===== config.mk =====
export PLATFORM = sky130hd
export DESIGN_NAME = pio_top
export DESIGN_NICKNAME = d
export VERILOG_FILES = /design/src/pio_pkg.sv /design/src/pio_sync.sv /design/src/pio_top.sv
export SDC_FILE = /design/constraint.sdc
export NUM_CORES = 1
export LEC_CHECK = 0
export BUFFER_PORTS_ARGS = -buffer_cell sky130_fd_sc_hd__buf_4
export CAP_MARGIN = 20
export CORE_MARGIN = 2
export CORE_UTILIZATION = 37
export CTS_CLUSTER_DIAMETER = 30
export DETAILED_ROUTE_END_ITERATION = 7
export PLACE_DENSITY = 0.55
export SYNTH_ARGS = -nofsm -noshare
export SYNTH_HDL_FRONTEND = slang
export SYNTH_SLANG_ARGS = --single-unit
export TNS_END_PERCENT = 10

===== constraint.sdc =====
create_clock -name i_clk_sys -period 2.9 [get_ports i_clk_sys]
set_input_delay 0.58 -clock i_clk_sys [delete_from_list [all_inputs] [get_ports i_clk_sys]]
set_output_delay 0.58 -clock i_clk_sys [all_outputs]
set_load 0.05 [all_outputs]

===== src/pio_pkg.sv =====
// Constants, register map and carrier types for the port I/O block
// Notes on behaviour
// - A pin is digital when its mode-select bit is one; analog otherwise.
// - Output-mode bit one: push-pull, pad driven high or low by its output value.
// - Output-mode bit zero: open-drain, drives low only for zero, else both drivers off.
// - Weak pull-up on while high-Z; off while driving; all off when global disable set.
// - Digital pins read back the pad level, not the driven value.
// - Open-drain pin pulled low by a zero from its assigned peripheral, else by a latch zero.
// - Skip bit one keeps every crossbar function off that pin.
// - Drive-strength register: one bit per port, all high drive after reset.
// - Mismatch when masked pin levels differ from masked match value, ports 0 and 1.
// - Mismatch works on pin levels whatever the crossbar routing.
// - Mismatch is offered as interrupt source and idle wake-up source.
// - Port registers take byte and bit writes into the output latch.
// - Ordinary port reads return pin levels even for crossbar-assigned pins.
// - Read-modify-write accesses read the latch instead of the pins.
// - First route register: eight enables, reset zero, clock-out down to UART.
// - UART route puts transmit on port 0 pin 4, receive on port 0 pin 5.
// - SPI route takes three or four pins depending on its wire mode.
// - Counter-array field: none, channel 0, channels 0-1, channels 0-2.
// - Second route register holds timer 2/1/0 and counter clock input enables.
// - Until the crossbar is enabled, crossbar pin drivers are forced off.
// - Analog pins read latch zero; receiver, driver and pull-up disabled.
package pio_pkg;

    localparam int NUM_PORTS   = 3;
    localparam int MATCH_PORTS = 2;
    localparam int NUM_PINS    = 24;
    localparam int XBAR_PINS   = 16;

    localparam logic [NUM_PORTS-1:0][7:0] ADDR_LATCH = {8'hA0, 8'h90, 8'h80};
    localparam logic [NUM_PORTS-1:0][7:0] ADDR_MDIN  = {8'hC3, 8'hC2, 8'hC1};
    localparam logic [NUM_PORTS-1:0][7:0] ADDR_MDOUT = {8'hC6, 8'hC5, 8'hC4};
    localparam logic [NUM_PORTS-1:0][7:0] ADDR_SKIP  = {8'hD6, 8'hD5, 8'hD4};
    localparam logic [MATCH_PORTS-1:0][7:0] ADDR_MASK  = {8'hEE, 8'hFE};
    localparam logic [MATCH_PORTS-1:0][7:0] ADDR_MATCH = {8'hED, 8'hFD};
    localparam logic [7:0] ADDR_ROUTE_A = 8'hE1;
    localparam logic [7:0] ADDR_ROUTE_B = 8'hE2;
    localparam logic [7:0] ADDR_XBAR_C  = 8'hF3;
    localparam logic [7:0] ADDR_DRIVE   = 8'hF6;

    localparam logic [7:0] ROUTE_B_RW_MASK = 8'h3F;
    localparam logic [7:0] XBAR_C_RW_MASK  = 8'hC0;
    localparam logic [7:0] DRIVE_RW_MASK   = 8'h07;

    // Route register A bits
    localparam int RA_CLOCK_OUT = 7;
    localparam int RA_CMP1_ASYN = 6;
    localparam int RA_CMP1      = 5;
    localparam int RA_CMP0_ASYN = 4;
    localparam int RA_CMP0      = 3;
    localparam int RA_SMBUS     = 2;
    localparam int RA_SPI       = 1;
    localparam int RA_UART      = 0;
    // Route register B bits
    localparam int RB_TIMER2    = 5;
    localparam int RB_TIMER1    = 4;
    localparam int RB_TIMER0    = 3;
    localparam int RB_CNT_CLOCK = 2;
    localparam int RB_CHAN_HI   = 1;
    localparam int RB_CHAN_LO   = 0;
    // Crossbar control register bits
    localparam int XC_PULLUP_DIS = 7;
    localparam int XC_XBAR_EN    = 6;

    localparam int UART_TX_PIN = 4;
    localparam int UART_RX_PIN = 5;
    localparam logic [2:0] SPI_PINS_3W = 3'h3;
    localparam logic [2:0] SPI_PINS_4W = 3'h4;

    localparam logic [7:0]  RST_LATCH  = 8'hFF;
    localparam logic [7:0]  RST_MDIN   = 8'hFF;
    localparam logic [7:0]  RST_MDOUT  = 8'h00;
    localparam logic [7:0]  RST_SKIP   = 8'h00;
    localparam logic [7:0]  RST_MASK   = 8'h00;
    localparam logic [7:0]  RST_MATCH  = 8'hFF;
    localparam logic [7:0]  RST_ROUTE  = 8'h00;
    localparam logic [7:0]  RST_DRIVE  = 8'h07;
    localparam logic [NUM_PINS-1:0] RST_PAD_SYNC = 24'hFFFFFF;

    typedef struct packed {
        logic       rd;
        logic       rmw;
        logic       wr;
        logic       bit_wr;
        logic [2:0] bit_sel;
        logic       bit_val;
        logic [7:0] addr;
        logic [7:0] wdata;
    } pio_sfr_req_t;

    typedef struct packed {
        logic       clock_out;
        logic       cmp1_async;
        logic       cmp1;
        logic       cmp0_async;
        logic       cmp0;
        logic       smbus;
        logic       spi;
        logic       uart;
        logic       timer2;
        logic       timer1;
        logic       timer0;
        logic       counter_clock;
        logic [2:0] counter_channels;
    } pio_route_t;

    typedef struct packed {
        logic [NUM_PINS-1:0] stage1;
        logic [NUM_PINS-1:0] stage2;
    } pio_sync_t;

    typedef struct packed {
        logic [NUM_PORTS-1:0][7:0]   latch;
        logic [NUM_PORTS-1:0][7:0]   mdin;
        logic [NUM_PORTS-1:0][7:0]   mdout;
        logic [NUM_PORTS-1:0][7:0]   skip;
        logic [MATCH_PORTS-1:0][7:0] mask;
        logic [MATCH_PORTS-1:0][7:0] match;
        logic [7:0]                  route_a;
        logic [7:0]                  route_b;
        logic [7:0]                  xbar_c;
        logic [7:0]                  drive_sel;
        logic [7:0]                  rdata;
        logic [NUM_PINS-1:0]         pad_out;
        logic [NUM_PINS-1:0]         pad_oe;
        logic [NUM_PINS-1:0]         pad_pullup;
        logic                        mismatch;
        logic                        wake;
        logic                        uart_rx;
        logic [2:0]                  spi_pins;
        pio_route_t                  route;
    } pio_state_t;

endpackage


===== src/pio_sync.sv =====
// Two-stage synchroniser for the pad input levels
`timescale 1ns/1ps
module pio_sync (
    input  wire logic                         i_clk_sys,
    input  wire logic                         i_rstn,
    input  wire logic [pio_pkg::NUM_PINS-1:0] i_async,
    output logic      [pio_pkg::NUM_PINS-1:0] o_sync
);
    pio_pkg::pio_sync_t st;
    pio_pkg::pio_sync_t next_st;

    // Stage one feeds only stage two; nothing else may look at it
    always_comb begin
        next_st        = st;
        next_st.stage1 = i_async;
        next_st.stage2 = st.stage1;
    end

    always_ff @(posedge i_clk_sys) begin
        if (!i_rstn) begin
            st <= '{stage1: pio_pkg::RST_PAD_SYNC, stage2: pio_pkg::RST_PAD_SYNC};
        end else begin
            st <= next_st;
        end
    end

    assign o_sync = st.stage2;
endmodule // pio_sync


===== src/pio_top.sv =====
// Port I/O: pin modes, crossbar gating, port match and register file
`timescale 1ns/1ps
module pio_top (
    input  wire logic                         i_clk_sys,
    input  wire logic                         i_rstn,
    input  wire pio_pkg::pio_sfr_req_t        i_sfr,
    output logic      [7:0]                   o_sfr_rdata,
    input  wire logic [pio_pkg::NUM_PINS-1:0] i_pad_in,
    output logic      [pio_pkg::NUM_PINS-1:0] o_pad_out,
    output logic      [pio_pkg::NUM_PINS-1:0] o_pad_oe,
    output logic      [pio_pkg::NUM_PINS-1:0] o_pad_pullup,
    output logic      [2:0]                   o_port_high_drive,
    input  wire logic [pio_pkg::NUM_PINS-1:0] i_periph_assign,
    input  wire logic [pio_pkg::NUM_PINS-1:0] i_periph_value,
    input  wire logic                         i_uart_tx,
    output logic                              o_uart_rx,
    input  wire logic                         i_spi_four_wire,
    output logic      [2:0]                   o_spi_pins,
    output pio_pkg::pio_route_t               o_route,
    input  wire logic                         i_idle,
    output logic                              o_mismatch,
    output logic                              o_wake_request
);
    pio_pkg::pio_state_t st;
    pio_pkg::pio_state_t next_st;
    logic [pio_pkg::NUM_PINS-1:0] pad_sync;

    localparam pio_pkg::pio_state_t ST_RESET = '{
        latch:      {pio_pkg::NUM_PORTS{pio_pkg::RST_LATCH}},
        mdin:       {pio_pkg::NUM_PORTS{pio_pkg::RST_MDIN}},
        mdout:      {pio_pkg::NUM_PORTS{pio_pkg::RST_MDOUT}},
        skip:       {pio_pkg::NUM_PORTS{pio_pkg::RST_SKIP}},
        mask:       {pio_pkg::MATCH_PORTS{pio_pkg::RST_MASK}},
        match:      {pio_pkg::MATCH_PORTS{pio_pkg::RST_MATCH}},
        route_a:    pio_pkg::RST_ROUTE,
        route_b:    pio_pkg::RST_ROUTE,
        xbar_c:     pio_pkg::RST_ROUTE,
        drive_sel:  pio_pkg::RST_DRIVE,
        rdata:      8'h00,
        pad_out:    '0,
        pad_oe:     '0,
        pad_pullup: '0,
        mismatch:   1'b0,
        wake:       1'b0,
        uart_rx:    1'b1,
        spi_pins:   3'h0,
        route:      '0
    };

    pio_sync u_sync (
        .i_clk_sys (i_clk_sys),
        .i_rstn    (i_rstn),
        .i_async   (i_pad_in),
        .o_sync    (pad_sync)
    );

    // Byte write replaces the register, bit write touches one bit
    function automatic logic [7:0] wr_byte(input logic [7:0] old,
                                           input pio_pkg::pio_sfr_req_t req,
                                           input logic [7:0] addr);
        logic [7:0] res;
        res = old;
        if (req.addr == addr) begin
            if (req.wr) begin
                res = req.wdata;
            end else if (req.bit_wr) begin
                res[req.bit_sel] = req.bit_val;
            end
        end
        return res;
    endfunction

    always_comb begin
        logic                         xbar_en;
        logic                         pull_dis;
        logic [pio_pkg::NUM_PINS-1:0] pin_view;
        logic                         value;
        logic                         drive_on;
        logic                         drv_low;
        logic                         drv_high;
        logic                         any_mis;
        logic [7:0]                   rd;
        int                           idx;
        xbar_en  = st.xbar_c[pio_pkg::XC_XBAR_EN];
        pull_dis = st.xbar_c[pio_pkg::XC_PULLUP_DIS];
        // Analog pins have their receiver off and read as zero
        pin_view = pad_sync & st.mdin;
        value    = 1'b0;
        drive_on = 1'b0;
        drv_low  = 1'b0;
        drv_high = 1'b0;
        any_mis  = 1'b0;
        rd       = 8'h00;
        idx      = 0;
        next_st  = st;

        // Register writes
        for (int p = 0; p < pio_pkg::NUM_PORTS; p++) begin
            next_st.latch[p] = wr_byte(st.latch[p], i_sfr, pio_pkg::ADDR_LATCH[p]);
            next_st.mdin[p]  = wr_byte(st.mdin[p], i_sfr, pio_pkg::ADDR_MDIN[p]);
            next_st.mdout[p] = wr_byte(st.mdout[p], i_sfr, pio_pkg::ADDR_MDOUT[p]);
            next_st.skip[p]  = wr_byte(st.skip[p], i_sfr, pio_pkg::ADDR_SKIP[p]);
        end
        for (int p = 0; p < pio_pkg::MATCH_PORTS; p++) begin
            next_st.mask[p]  = wr_byte(st.mask[p], i_sfr, pio_pkg::ADDR_MASK[p]);
            next_st.match[p] = wr_byte(st.match[p], i_sfr, pio_pkg::ADDR_MATCH[p]);
        end
        next_st.route_a = wr_byte(st.route_a, i_sfr, pio_pkg::ADDR_ROUTE_A);
        next_st.route_b = wr_byte(st.route_b, i_sfr, pio_pkg::ADDR_ROUTE_B)
                          & pio_pkg::ROUTE_B_RW_MASK;
        next_st.xbar_c  = wr_byte(st.xbar_c, i_sfr, pio_pkg::ADDR_XBAR_C)
                          & pio_pkg::XBAR_C_RW_MASK;
        next_st.drive_sel = wr_byte(st.drive_sel, i_sfr, pio_pkg::ADDR_DRIVE)
                            & pio_pkg::DRIVE_RW_MASK;

        // Pad cells
        for (int p = 0; p < pio_pkg::NUM_PORTS; p++) begin
            for (int b = 0; b < 8; b++) begin
                idx   = p * 8 + b;
                value = st.latch[p][b];
                if (xbar_en && !st.skip[p][b] && idx < pio_pkg::XBAR_PINS) begin
                    if (i_periph_assign[idx]) begin
                        value = i_periph_value[idx];
                    end
                    if (st.route_a[pio_pkg::RA_UART] && idx == pio_pkg::UART_TX_PIN) begin
                        value = i_uart_tx;
                    end
                end
                // Crossbar pins stay undriven until the crossbar is on
                drive_on = st.mdin[p][b]
                           && !(idx < pio_pkg::XBAR_PINS && !xbar_en);
                drv_low  = drive_on && !value;
                drv_high = drive_on && st.mdout[p][b] && value;
                next_st.pad_out[idx]    = value;
                next_st.pad_oe[idx]     = drv_low || drv_high;
                next_st.pad_pullup[idx] = st.mdin[p][b] && !pull_dis
                                          && !(drv_low || drv_high);
            end
        end

        // Port match, independent of routing
        for (int p = 0; p < pio_pkg::MATCH_PORTS; p++) begin
            if (((pin_view[p*8 +: 8] ^ st.match[p]) & st.mask[p]) != 8'h00) begin
                any_mis = 1'b1;
            end
        end
        next_st.mismatch = any_mis;
        next_st.wake     = any_mis && i_idle;

        // Routing outputs
        next_st.route.clock_out     = xbar_en && st.route_a[pio_pkg::RA_CLOCK_OUT];
        next_st.route.cmp1_async    = xbar_en && st.route_a[pio_pkg::RA_CMP1_ASYN];
        next_st.route.cmp1          = xbar_en && st.route_a[pio_pkg::RA_CMP1];
        next_st.route.cmp0_async    = xbar_en && st.route_a[pio_pkg::RA_CMP0_ASYN];
        next_st.route.cmp0          = xbar_en && st.route_a[pio_pkg::RA_CMP0];
        next_st.route.smbus         = xbar_en && st.route_a[pio_pkg::RA_SMBUS];
        next_st.route.spi           = xbar_en && st.route_a[pio_pkg::RA_SPI];
        next_st.route.uart          = xbar_en && st.route_a[pio_pkg::RA_UART];
        next_st.route.timer2        = xbar_en && st.route_b[pio_pkg::RB_TIMER2];
        next_st.route.timer1        = xbar_en && st.route_b[pio_pkg::RB_TIMER1];
        next_st.route.timer0        = xbar_en && st.route_b[pio_pkg::RB_TIMER0];
        next_st.route.counter_clock = xbar_en && st.route_b[pio_pkg::RB_CNT_CLOCK];
        unique case (st.route_b[pio_pkg::RB_CHAN_HI:pio_pkg::RB_CHAN_LO])
            2'h0: next_st.route.counter_channels = 3'h0;
            2'h1: next_st.route.counter_channels = 3'h1;
            2'h2: next_st.route.counter_channels = 3'h3;
            2'h3: next_st.route.counter_channels = 3'h7;
        endcase
        if (!xbar_en) begin
            next_st.route.counter_channels = 3'h0;
        end
        if (xbar_en && st.route_a[pio_pkg::RA_SPI]) begin
            next_st.spi_pins = i_spi_four_wire ? pio_pkg::SPI_PINS_4W
                                               : pio_pkg::SPI_PINS_3W;
        end else begin
            next_st.spi_pins = 3'h0;
        end
        // Receive line idles high when not routed
        next_st.uart_rx = (xbar_en && st.route_a[pio_pkg::RA_UART]
                           && !st.skip[0][pio_pkg::UART_RX_PIN])
                          ? pin_view[pio_pkg::UART_RX_PIN] : 1'b1;

        // Register reads, answered one cycle later; unmapped reads zero
        if (i_sfr.rd) begin
            for (int p = 0; p < pio_pkg::NUM_PORTS; p++) begin
                if (i_sfr.addr == pio_pkg::ADDR_LATCH[p]) begin
                    rd = i_sfr.rmw ? (st.latch[p] & st.mdin[p])
                                   : pin_view[p*8 +: 8];
                end
                if (i_sfr.addr == pio_pkg::ADDR_MDIN[p]) begin
                    rd = st.mdin[p];
                end
                if (i_sfr.addr == pio_pkg::ADDR_MDOUT[p]) begin
                    rd = st.mdout[p];
                end
                if (i_sfr.addr == pio_pkg::ADDR_SKIP[p]) begin
                    rd = st.skip[p];
                end
            end
            for (int p = 0; p < pio_pkg::MATCH_PORTS; p++) begin
                if (i_sfr.addr == pio_pkg::ADDR_MASK[p]) begin
                    rd = st.mask[p];
                end
                if (i_sfr.addr == pio_pkg::ADDR_MATCH[p]) begin
                    rd = st.match[p];
                end
            end
            if (i_sfr.addr == pio_pkg::ADDR_ROUTE_A) begin
                rd = st.route_a;
            end
            if (i_sfr.addr == pio_pkg::ADDR_ROUTE_B) begin
                rd = st.route_b;
            end
            if (i_sfr.addr == pio_pkg::ADDR_XBAR_C) begin
                rd = st.xbar_c;
            end
            if (i_sfr.addr == pio_pkg::ADDR_DRIVE) begin
                rd = st.drive_sel;
            end
            next_st.rdata = rd;
        end
    end

    always_ff @(posedge i_clk_sys) begin
        if (!i_rstn) begin
            st <= ST_RESET;
        end else begin
            st <= next_st;
        end
    end

    assign o_sfr_rdata       = st.rdata;
    assign o_pad_out         = st.pad_out;
    assign o_pad_oe          = st.pad_oe;
    assign o_pad_pullup      = st.pad_pullup;
    assign o_port_high_drive = st.drive_sel[2:0];
    assign o_uart_rx         = st.uart_rx;
    assign o_spi_pins        = st.spi_pins;
    assign o_route           = st.route;
    assign o_mismatch        = st.mismatch;
    assign o_wake_request    = st.wake;
endmodule // pio_top


* Word-level counts from Yosys, hierarchy flattened *
Index checks and enable logic that the tools add are counted.

operators by class
  div/mod/pow operators = 0
  multipliers = 0
  shifts and indexed selects = 0
  bitwise operators = 8
  add/subtract/negate cells = 0
  multiplexer cells = 122
  magnitude comparators = 2
  reduce and logical (&&, ||, !) cells = 283
  eq/ne operators = 23

operators with widths
  cell                                                                                 number
  8-bit 2-to-1 mux                                                                     63
  1-bit logical AND                                                                    167
  8-bit bitwise mux                                                                    20
  8-bit equality test, second input constant                                           20
  1-bit logical NOT                                                                    65
  2-bit AND reduction                                                                  23
  8-bit bitwise AND                                                                    5
  1-bit 2-to-1 mux                                                                     36
  24-bit bitwise AND                                                                   1
  1-bit logical OR                                                                     24
  8-bit nonzero test                                                                   2
  8-bit XOR                                                                            2
  3-bit case mux with 4 select lines                                                   1
  2-bit equality test, second input constant                                           2
  3-bit by 4-bit less-than comparator with 1-bit output, second input constant         1
  1-bit demux with 3-bit select                                                        1
  3-bit by 1-bit greater-or-equal comparator with 1-bit output, second input constant  1
  3-bit 2-to-1 mux                                                                     1
  2-bit by 1-bit equality test with 1-bit output, second input constant                1
  2-bit logical NOT                                                                    1
  2-bit nonzero test                                                                   1

word-level totals
  memories = 0
  word-level logic and storage cells = 484
  ROM bits = 0
  bits of input ports = 101
  RAM bits = 0
  bits in latches = 0
  output and inout port bits = 104
  flip-flop bits (word level) = 309

* Logic depth before layout (Yosys ltp) *
Gate-level depths: netlist of the first run.

  depth in word-level cells = 22
  gate-level depth with buffers = 9
  gate-level depth less buffers = 7

* By module *
From an unflattened synthesis of the first run, not the netlist that was laid out.

unflattened totals
  cell total of the unflattened synthesis = 1581
  area, all modules = 13556.8 µm²

modules (own cells, without submodules)
  module    cells each  instances  area each (µm²)
  pio_top   1480        1          12255.5
  pio_sync  101         1          1301.2

* Worst setup path before layout of the first run *
OpenSTA, ideal clock, no wires.

  kind = input port to flip-flop
  start point = input i_sfr[9] (netlist bit)
  end point = register st (netlist bit o_sfr_rdata[2])
  stages on the path = 8
  data required time = 2.842 ns
  data arrival time = 2.393 ns
  setup slack = 0.450 ns
  cell sequence = or4_4 > or4_4 > buf_6 > o21bai_1 > a222oi_1 > a211o_1 > a21oi_1 > o21a_1

between the ends
  cells in the longest elaborated chain, start to end = 21

ends and longest elaborated chain
  element                 RTL line        RTL
  start: declaration      pio_top.sv:6    input wire pio_pkg::pio_sfr_req_t i_sfr,
  8-bit equality test     pio_top.sv:186  if (i_sfr.addr == pio_pkg::ADDR_LATCH[p]) begin
  8-bit 2-to-1 mux        pio_top.sv:186
  8-bit 2-to-1 mux        pio_top.sv:190  if (i_sfr.addr == pio_pkg::ADDR_MDIN[p]) begin
  8-bit 2-to-1 mux        pio_top.sv:193  if (i_sfr.addr == pio_pkg::ADDR_MDOUT[p]) begin
  8-bit 2-to-1 mux        pio_top.sv:196  if (i_sfr.addr == pio_pkg::ADDR_SKIP[p]) begin
  8-bit 2-to-1 mux        pio_top.sv:186
  8-bit 2-to-1 mux        pio_top.sv:190
  8-bit 2-to-1 mux        pio_top.sv:193
  (+5 left out)           -
  8-bit 2-to-1 mux        pio_top.sv:201  if (i_sfr.addr == pio_pkg::ADDR_MASK[p]) begin
  8-bit 2-to-1 mux        pio_top.sv:204  if (i_sfr.addr == pio_pkg::ADDR_MATCH[p]) begin
  8-bit 2-to-1 mux        pio_top.sv:201
  8-bit 2-to-1 mux        pio_top.sv:204
  8-bit 2-to-1 mux        pio_top.sv:208  if (i_sfr.addr == pio_pkg::ADDR_ROUTE_A) begin
  8-bit 2-to-1 mux        pio_top.sv:211  if (i_sfr.addr == pio_pkg::ADDR_ROUTE_B) begin
  8-bit 2-to-1 mux        pio_top.sv:214  if (i_sfr.addr == pio_pkg::ADDR_XBAR_C) begin
  8-bit 2-to-1 mux (*)    pio_top.sv:217  if (i_sfr.addr == pio_pkg::ADDR_DRIVE) begin
  end signal: assignment  pio_top.sv:228  st <= next_st;
  end: declaration        pio_top.sv:24   pio_pkg::pio_state_t st;

Every way passes the cells marked *; elsewhere a longest branch is shown, timed or not.
A chain may end at the register's enable or synchronous reset.

* Worst setup path after layout of the first run *
  start point = input i_sfr[9] (netlist bit)
  end point = register st (netlist bit o_sfr_rdata[5])

Same word-level chain as after synthesis.

==> results of run 1 <==
[cell type report]
cell class / count / share of cell area
Clock buffer: 86 / 0.1097
Clock inverter: 38 / 0.02923
Inverter: 10 / 0.002176
Sequential cell: 295 / 0.3424
Timing Repair Buffer: 301 / 0.1339
Tap cell: 461 / 0.03344
Multi-Input combinational cell: 950 / 0.3492
[through the flow]
stage | instances | area (um^2) | power, mW
finish | 2141 | 17250 | 12.98
CTS | 2141 | 17250 | 13.06
global route | 2141 | 17250 | 13.34
global placement | 2017 | 14850 | 5.146
floorplan | 1475 | 13180 | 4.772
detailed placement | 2017 | 14850 | 5.149
[metal layers]
| metal | global-route usage | vias up | share of wire |
|---|---|---|---|
| met5 | 0 | - | 0.00024 |
| met4 | 0.1089 | 2 | 0.031 |
| met3 | 0.07129 | 96 | 0.092 |
| met2 | 0.4338 | 677 | 0.44 |
| met1 | 0.4035 | 6009 | 0.44 |
| li1 | - | 5703 | - |
[registers in the layout (all words and copies together) (netlist names)]
register / cells
next_st: 8
o_mismatch: 1
o_pad_oe: 24
o_pad_out: 24
o_pad_pullup: 24
o_port_high_drive: 3
o_route: 15
o_sfr_rdata: 8
o_spi_pins: 2
o_uart_rx: 1
o_wake_request: 1
st: 136
u_sync.next_st: 24
u_sync.o_sync: 24
[synth_stat cells (all sizes together) (5+ instances only)]
cell type    n
nor2        83
a22oi       12
nor2b        7
clkbuf      94
o211a       15
dfxtp      295
o31a         6
nand2b      64
xnor2       16
a211oi       9
nand2       78
mux2i       37
inv          9
nor4b        8
a21oi      119
o21bai       8
o211ai       9
or3          8
buf        126
nand3b       7
and3        43
nand4        6
o22ai        7
or2          7
o311ai      51
and2        14
a311oi      64
nand3       16
a221oi       7
mux2         5
a31oi       15
o21ai      133
nor3        41
[where the power goes]
group / total (mW) / internal [mW] / switching [mW]
logic: 0.910 / 0.291 / 0.620
registers: 4.18 / 4.14 / 0.0398
clock network: 7.89 / 5.43 / 2.46
total: 13.0 / 9.87 / 3.12
[worst max path at each step]
stage,from,endpoint,slack [ns],depth (start not counted)
CTS,i_sfr[9],o_sfr_rdata[5]$_SDFFE_PN0P_,0.57,9
global route,i_sfr[9],o_sfr_rdata[0]$_SDFFE_PN0P_,0.44,8
floorplan,i_sfr[9],o_sfr_rdata[2]$_SDFFE_PN0P_,0.45,8
finish,i_sfr[9],o_sfr_rdata[5]$_SDFFE_PN0P_,0.47,9
global placement,i_sfr[9],o_sfr_rdata[5]$_SDFFE_PN0P_,0.008,9
detailed placement,i_sfr[9],o_sfr_rdata[5]$_SDFFE_PN0P_,-0.02,9
[logic make-up after synthesis]
logic type,share of synthesized area
AO/OA/AOI/OAI,0.2458
multiplexers,0.03237
XOR/XNOR,0.01063
flip-flops,0.4480
buffers and inverters,0.09635
AND/OR/NAND/NOR,0.1669
==> results summary, run 1 <==
The flow ran to the end, and the final reports show no timing, DRC or antenna violations. The actual slew at the worst max-slew pin is 1.192 ns. The min-delay analysis places its worst path in the category primary input to register. The largest single stage delay on the critical path is 0.69 ns. Adding up every negative setup slack in the final design gives 0 ns. The number of different library cells in the post-synthesis netlist came out at 74.

The number of hold violations in the final report is 0. The library cell occupying the most area in the post-synthesis netlist is sky130_fd_sc_hd__dfxtp_1. The worst slew slack as a fraction of its limit came out at 0.2056.

The number of synthesized flops with an enable pin is 0. In this run, post-CTS repair resized a total of 0 instances. The total leakage power came out at 7.095 nW. The worst-path maximum fanout is 9. After floorplanning, the core was sized to cover 35310 um^2. The share of the yosys chip area belonging to registers is 0.4480. The capture instance of the worst register-to-register path is o_sfr_rdata[4]$_SDFFE_PN0P_. The signal on the critical path passes through buf_4 > or4b_2 > or2_1 > o22ai_1 > a221oi_1 > a21oi_1 > o21ai_0 > buf_4 > a21oi_1.

The detail route stage leaves a number of antenna-violating nets equal to 0. The detail-routed net length per standard cell is 25.41 um. The multi-input combinational cell area is 6023 um^2.

The worst path in the final design needs a cycle of 2.427 ns, including I/O delays and setup. The area taken by flip-flops and latches is 5906 um^2. After synthesis, the cell types taking the most area are sky130_fd_sc_hd__dfxtp_1, sky130_fd_sc_hd__buf_4, sky130_fd_sc_hd__o21ai_0.

The fraction of the cycle the final worst path needs came out at 0.8368. The number of global-route vias before repair is 11540. Of the post-synthesis cell area, the dominant cell type holds 0.4480.

In this run the post-CTS setup repair buffer count came out at 0. The number of diodes came out at 0. The global-route wire length before repair came out at 77.25 mm.

The critical path contains buffers and inverters numbering 2 combined. For this run, the leading register cell type out of synthesis is sky130_fd_sc_hd__dfxtp_1. For this run, the detailed router's first-pass iteration total came to 5. The starting utilization of the core area is 0.3733. The total wire length after detailed routing is 54.41 mm. At the worst endpoint, the required time is 3.40 ns.

The count of cells along the worst hold path came out at 2. The via total after detailed routing came out at 12490. Static timing analysis puts the maximum clock frequency at 412.1 MHz. The maximum root-to-sink buffer count is 3. The cell area after synthesis is 13180 um^2.

Broken down by cell family, the worst path's largest delay share belongs to simple AND/OR/NAND/NOR gates. For this run, asynchronously set or reset flops after synthesis account for 0. The utilization of the core after routing came out at 0.4885.

The minimum setup slack in the final design is 0.4733 ns. The post-synthesis register bit count is 295. The largest net degree at the start of global routing came out at 67.

At the later pin of the worst-skew pair, clock insertion delay measures 0.57 ns. In this run the register-to-register setup slack is 0.75 ns. The reg-to-reg startpoint is st[233]$_SDFFE_PN1P_.

The global routing usage summed across all routing layers came out at 0.2907. Across the VDD grid, the largest voltage drop is 0.5680 mV. Counting every net in the synthesized netlist gives 1576. The worst setup timing slack at the placement stage came out at -0.02431 ns. The residual overflow from global routing is 0. Max-cap violations in this run came to 0. The depth of the worst register-to-register path came out at 7.

The die is 192.7 um tall. The number of antenna violations at the first check in global routing came to 2. The clock sink count came out at 295.

The synthesized area per cell is 8.937 um^2. The slowest stage of the critical path is the sky130_fd_sc_hd__or4b_2 cell. The number of levels the H-tree was split into is 3.

For this run, the number of Yosys warnings is 0. The clock-pin transition on the worst setup and hold timing paths came out at 0.05 ns. The initial detailed-routing violation count is 1379. The number of cell rows is 69. The nature of the critical path startpoint is a primary input. The CTS tree is yes.

The kind of critical path is primary input to register. The capturing element type of the critical path is a register. The final setup skew is 0.02361 ns.

In the routed design, unresolved DRC markers number 0. The die extent in x is 192.7 um. The library cells used most frequently in the layout, excluding fill and tap cells, are sky130_fd_sc_hd__buf_4, sky130_fd_sc_hd__dfxtp_1, sky130_fd_sc_hd__o21ai_0. The count of filler cells inserted in the layout is 3326.

The total I/O pin count is 205. The final-stage net count came out at 1727. The startpoint identified for the worst hold timing path is i_pad_in[2]. Compared with the post-synthesis result, the final layout area differs by 30.86%. The average via count per standard cell is 5.832. The tree is rooted in a sky130_fd_sc_hd__clkbuf_16.

The die covers 37150 um^2. STA puts the critical path data arrival time at 2.92 ns. The final-report max-slew violation count came to 0. The number of buffer cells added on primary ports is 188. The worst hold path terminates at u_sync.next_st[2]$_SDFF_PN1_. The total of hold buffers inserted after clock tree synthesis is 0. The final weighted congestion in routability-driven placement came out at 1.021. The total power per unit cell area is 752.8 nW/um^2.

The final setup violation count is 0. The half-perimeter wire length after placement is 39.08 mm. The worst hold slack came out at 0.1905 ns. The library cell used most frequently in the layout, excluding fill and tap cells, is sky130_fd_sc_hd__buf_4. The total CTS buffers came out at 68. Setup repair after global routing left no endpoint under its margin. The cell count after synthesis came out at 1475. In the final layout, the share of cells above drive strength 1 is 0.2661.
Power figures use the tool's default switching activity.
==> run 2, diff against run 1 <==
--- a/config.mk
+++ b/config.mk
@@ -5,13 +5,14 @@
 export SDC_FILE = /design/constraint.sdc
 export NUM_CORES = 1
 export LEC_CHECK = 0
+export ABC_AREA = 1
 export BUFFER_PORTS_ARGS = -buffer_cell sky130_fd_sc_hd__buf_4
 export CAP_MARGIN = 20
 export CORE_MARGIN = 2
 export CORE_UTILIZATION = 37
 export CTS_CLUSTER_DIAMETER = 30
 export DETAILED_ROUTE_END_ITERATION = 7
-export PLACE_DENSITY = 0.55
+export PLACE_DENSITY = 0.57
 export SYNTH_ARGS = -nofsm -noshare
 export SYNTH_HDL_FRONTEND = slang
 export SYNTH_SLANG_ARGS = --single-unit
==> constraint.sdc (replaced) <==
create_clock -name i_clk_sys -period 2.2 [get_ports i_clk_sys]
set_input_delay 0.44 -clock i_clk_sys [delete_from_list [all_inputs] [get_ports i_clk_sys]]
set_output_delay 0.44 -clock i_clk_sys [all_outputs]
set_load 0.05 [all_outputs]
==> run 2 against run 1 <==
Against the previous run:
- non-clock buffer count increased by 2
- clock-buffer cell count increased by 2
- clock skew decreased by 0.0017 ns
- worst setup slack got worse by 0.29 ns
- die area increased by 2.5%
- sequential power increased by 32%
- clock power increased by 51%
- worst hold slack got worse by 0.16 ns
- area after synthesis increased by 2.5%
- sequential share of layout area decreased by 1.7 points
- routed wire length decreased by 4.5%
- utilization increased by 1.2 points
==> results summary, run 2 <==
The cell area after synthesis is 13520 um^2 (was 13180 um^2). The total CTS buffers is 73 (was 68). The clock period minus final worst setup slack came out at 2.016 ns. The total I/O pin count is 205 (unchanged). The final-stage net count is 2138 (was 1727).

The number of hold violations in the final report came to 0 (unchanged). Run status: finished clean (unchanged). The number of max-cap violations came to 0 (unchanged). The global routing usage summed across all routing layers came out at 0.2706 (was 0.2907). The capturing element type of the critical path is a register (unchanged). The worst-path maximum fanout is 5 (was 9).

The half-perimeter wire length after placement is 37.10 mm (was 39.08 mm). The length of routed wiring on met1 came to 22.01 mm (was 23.91 mm). The total of hold buffers inserted after clock tree synthesis is 0 (unchanged). The number of buffer cells added on primary ports is 188 (unchanged). The final weighted congestion in routability-driven placement came out at 0.9861 (was 1.021). The total leakage power is 8.476 nW (was 7.095 nW).

The post-synthesis register bit count is 295 (unchanged). The via total after detailed routing is 13200 (was 12490). The total setup buffers inserted after CTS is 0 (unchanged). The first-pass iteration count of the detailed router came out at 8 (was 5). The required time reported for the critical path endpoint is 2.63 ns (was 3.40 ns). Unrepaired setup endpoints after global routing: no (unchanged).

The latest clock arrival within the worst-skew pair came out at 0.59 ns (was 0.57 ns). The actual slew at the worst max-slew pin came out at 0.9629 ns (was 1.192 ns). The met3 layer wire length in the routed design is 4.544 mm (was 5.022 mm). The nature of the critical path startpoint is a register (was primary input).

The largest net degree at the start of global routing came out at 146 (was 67). The delay of the slowest critical-path stage came out at 0.39 ns (was 0.69 ns). The critical path's top delay family is simple AND/OR/NAND/NOR gates (unchanged).

The post-synthesis async set-or-reset flop share came to 0 (unchanged). The largest register by flop count is st (unchanged). The global-route wire length before repair is 77.56 mm (was 77.25 mm).

The post-CTS resize count came out at 0 (unchanged). The antenna violation net count after detailed routing is 0 (unchanged). The cell at the root of the clock tree was sky130_fd_sc_hd__clkbuf_16 (unchanged). The class of the worst hold path was primary input to register (unchanged). The total met2 wirelength after detailed routing came out at 23.64 mm (was 23.79 mm).

The final-report max-slew violation count is 0 (unchanged). The prevailing post-synth register cell is sky130_fd_sc_hd__dfxtp_1 (unchanged). The final setup violation count came out at 0 (unchanged). The DRC violation count after routing came out at 0 (unchanged). The starting utilization of the core area came out at 0.3727 (was 0.3733). The overall power consumption is 18.47 mW (was 12.98 mW).

The layout-stage area growth over the synthesis result came to 34.15% (was 30.86%). The final design instance area without fill was 18130 um^2 (was 17250 um^2). The number of cell rows came out at 70 (was 69). The number of antenna violations at the first check in global routing is 0 (was 2). The average via count per standard cell is 5.146 (was 5.832). The kind of critical path is register to register (was primary input to register). The final setup skew was 0.02189 ns (was 0.02361 ns). For this run, the top clock speed supported by timing is 496.0 MHz. Cell breakdown of the critical path: nand2_1 > o21ai_0 > nand2_1 > nand3_1 > a21oi_1 > nand3_1 > nor2_1 > nand3_1 > nand2_1 > nand3_1 > nand2_1 > nand4_1 > nand2_1 > a21oi_1 (was buf_4 > or4b_2 > or2_1 > o22ai_1 > a221oi_1 > a21oi_1 > o21ai_0 > buf_4 > a21oi_1). The cell that appears most often on the critical path is sky130_fd_sc_hd__nand2_1.

The die extent in x came out at 195.1 um (was 192.7 um). The vertical die dimension came out at 195.1 um (was 192.7 um). The residual overflow from global routing is 0 (unchanged). Commonest non-fill, non-tap cells in the layout: sky130_fd_sc_hd__buf_4, sky130_fd_sc_hd__dfxtp_1, sky130_fd_sc_hd__nand2_1 (was sky130_fd_sc_hd__buf_4, sky130_fd_sc_hd__dfxtp_1, sky130_fd_sc_hd__o21ai_0). The minimum setup slack in the final design came out at 0.1839 ns (was 0.4733 ns). The synthesized area per cell came out at 7.349 um^2 (was 8.937 um^2). The number of nets produced by synthesis came out at 1940 (was 1576). The CTS tree is yes (unchanged). The utilization of the core after routing came to 0.5000 (was 0.4885). The number of buffer and inverter stages on the critical path came out at 0 (was 2).

The number of global-route vias before repair is 13040 (was 11540). The cell with the largest stage delay on the worst path is sky130_fd_sc_hd__dfxtp_1 (was sky130_fd_sc_hd__or4b_2). The number of flip-flops under the largest register name came to 136 (unchanged). The fraction of final layout cells with drive strength greater than 1 came to 0.2666 (was 0.2661). The number of synthesized flops with an enable pin came out at 0 (unchanged). The share of the yosys chip area belonging to registers came out at 0.4370 (was 0.4480). The number of levels the H-tree was split into is 3 (unchanged). The share of the synthesized area in the top cell type is 0.4370 (was 0.4480).

The number of diodes was 0 (unchanged). The clock sink count is 295 (unchanged). Of the available clock period, the critical path in the final layout requires 0.9164.

Leading post-synthesis cells by instance count: sky130_fd_sc_hd__dfxtp_1, sky130_fd_sc_hd__nand2_1, sky130_fd_sc_hd__nor2_1 (was sky130_fd_sc_hd__dfxtp_1, sky130_fd_sc_hd__o21ai_0, sky130_fd_sc_hd__a21oi_1). The worst hold slack was 0.03133 ns (was 0.1905 ns). The worst-case vdd ir drop came out at 0.6586 mV (was 0.5680 mV). The final instance count without filler cells came out at 2565 (was 2141). The initial detailed-routing violation count is 1618 (was 1379). The synthesized instance count is 1839 (was 1475). The final sum of negative setup slack came out at 0 ns (unchanged). The number of different library cells in the post-synthesis netlist was 43 (was 74). The worst slew slack as a fraction of its limit is 0.3580 (was 0.2056). The critical path data arrival time is 2.44 ns (was 2.92 ns).

The library cell occupying the most area in the post-synthesis netlist is sky130_fd_sc_hd__dfxtp_1 (unchanged). The total cell area at the placement stage came out at 15380 um^2 (was 14850 um^2). The uppermost layer routed is met4 (was met5). The warning count from the yosys run is 0 (unchanged). The maximum root-to-sink buffer count is 3 (unchanged). The most frequent cell after synthesis is sky130_fd_sc_hd__dfxtp_1 (unchanged). The total power per unit cell area is 1019 nW/um^2 (was 752.8 nW/um^2). The area of the core region was 36260 um^2 (was 35310 um^2). Top cells by area, synth: sky130_fd_sc_hd__dfxtp_1, sky130_fd_sc_hd__nand2_1, sky130_fd_sc_hd__o21ai_0 (was sky130_fd_sc_hd__dfxtp_1, sky130_fd_sc_hd__buf_4, sky130_fd_sc_hd__o21ai_0). The detail-routed net length per standard cell came out at 20.25 um (was 25.41 um). The total wire length after detailed routing is 51.93 mm (was 54.41 mm). The number of placed instances with taps included came out at 2430 (was 2017). The floorplan die area came out at 38070 um^2 (was 37150 um^2).

The clock-pin transition on the worst setup and hold timing paths came to 0.05 ns (about the same). The leading cell type in the layout, fill and taps excluded is sky130_fd_sc_hd__buf_4 (unchanged). The worst setup timing slack at the placement stage came out at -0.2665 ns (was -0.02431 ns).
[run 2: changes by cell type after synthesis, sizes merged, moves of 64 or more]
cell	change
or2	+66
nand2b	-64
nor2	+148
nand3	+156
inv	+203
nand2	+177
[run 2: layout make-up]
type / count / area [um^2]
repair buffers: 303 / 2362
fillers: 3541 / 18130
flip-flops and latches: 295 / 5906
clock buffers: 88 / 1964
well taps: 468 / 585.6
inverters: 217 / 814.5
multi-input cells: 1147 / 5722
clock inverters: 47 / 777.0
[run 2: worst reg2reg max path, stage by stage (launching register included)]
cell,delay [ns]
sky130_fd_sc_hd__dfxtp_1,0.39
sky130_fd_sc_hd__nand2_1,0.17
sky130_fd_sc_hd__o21ai_0,0.12
sky130_fd_sc_hd__nand2_1,0.09
sky130_fd_sc_hd__nand3_1,0.08
sky130_fd_sc_hd__a21oi_1,0.21
sky130_fd_sc_hd__nand3_1,0.12
sky130_fd_sc_hd__nor2_1,0.10
sky130_fd_sc_hd__nand3_1,0.08
sky130_fd_sc_hd__nand2_1,0.07
sky130_fd_sc_hd__nand3_1,0.06
sky130_fd_sc_hd__nand2_1,0.07
sky130_fd_sc_hd__nand4_1,0.13
sky130_fd_sc_hd__nand2_1,0.10
sky130_fd_sc_hd__a21oi_1,0.06
[run 2: kinds of logic after synthesis]
kind of cell	count (synthesis)	share of synthesized area
flip-flops	295	0.4370
buffers and inverters	397	0.1401
AND/OR/NAND/NOR	806	0.2743
XOR/XNOR	2	0.001296
AO/OA/AOI/OAI	334	0.1433
multiplexers	5	0.004073
[run 2: power by group]
part / internal [mW] / switching (mW) / total, mW
clock: 8.31 / 3.57 / 11.9
sequential: 5.46 / 0.0461 / 5.51
combinational: 0.347 / 0.742 / 1.09
[run 2: routing by layer]
layer,vias up,global-route usage
met2,613,0.4362
li1,6345,-
met5,-,0
met4,0,0.1156
met1,6146,0.3483
met3,96,0.06131
[run 2: path summary, 6_finish.rpt]
check | to | slack, ns | cells past startpoint | startpoint
hold / removal | u_sync.next_st[13]$_SDFF_PN1_ | 0.03 | 2 | i_pad_in[13]
setup / recovery | o_sfr_rdata[6]$_SDFFE_PN0P_ | 0.18 | 14 | st[219]$_SDFFE_PN1P_
hold reg to reg | u_sync.o_sync[4]$_SDFF_PN1_ | 0.40 | 1 | u_sync.next_st[4]$_SDFF_PN1_
setup reg to reg | o_sfr_rdata[6]$_SDFFE_PN0P_ | 0.18 | 14 | st[219]$_SDFFE_PN1P_
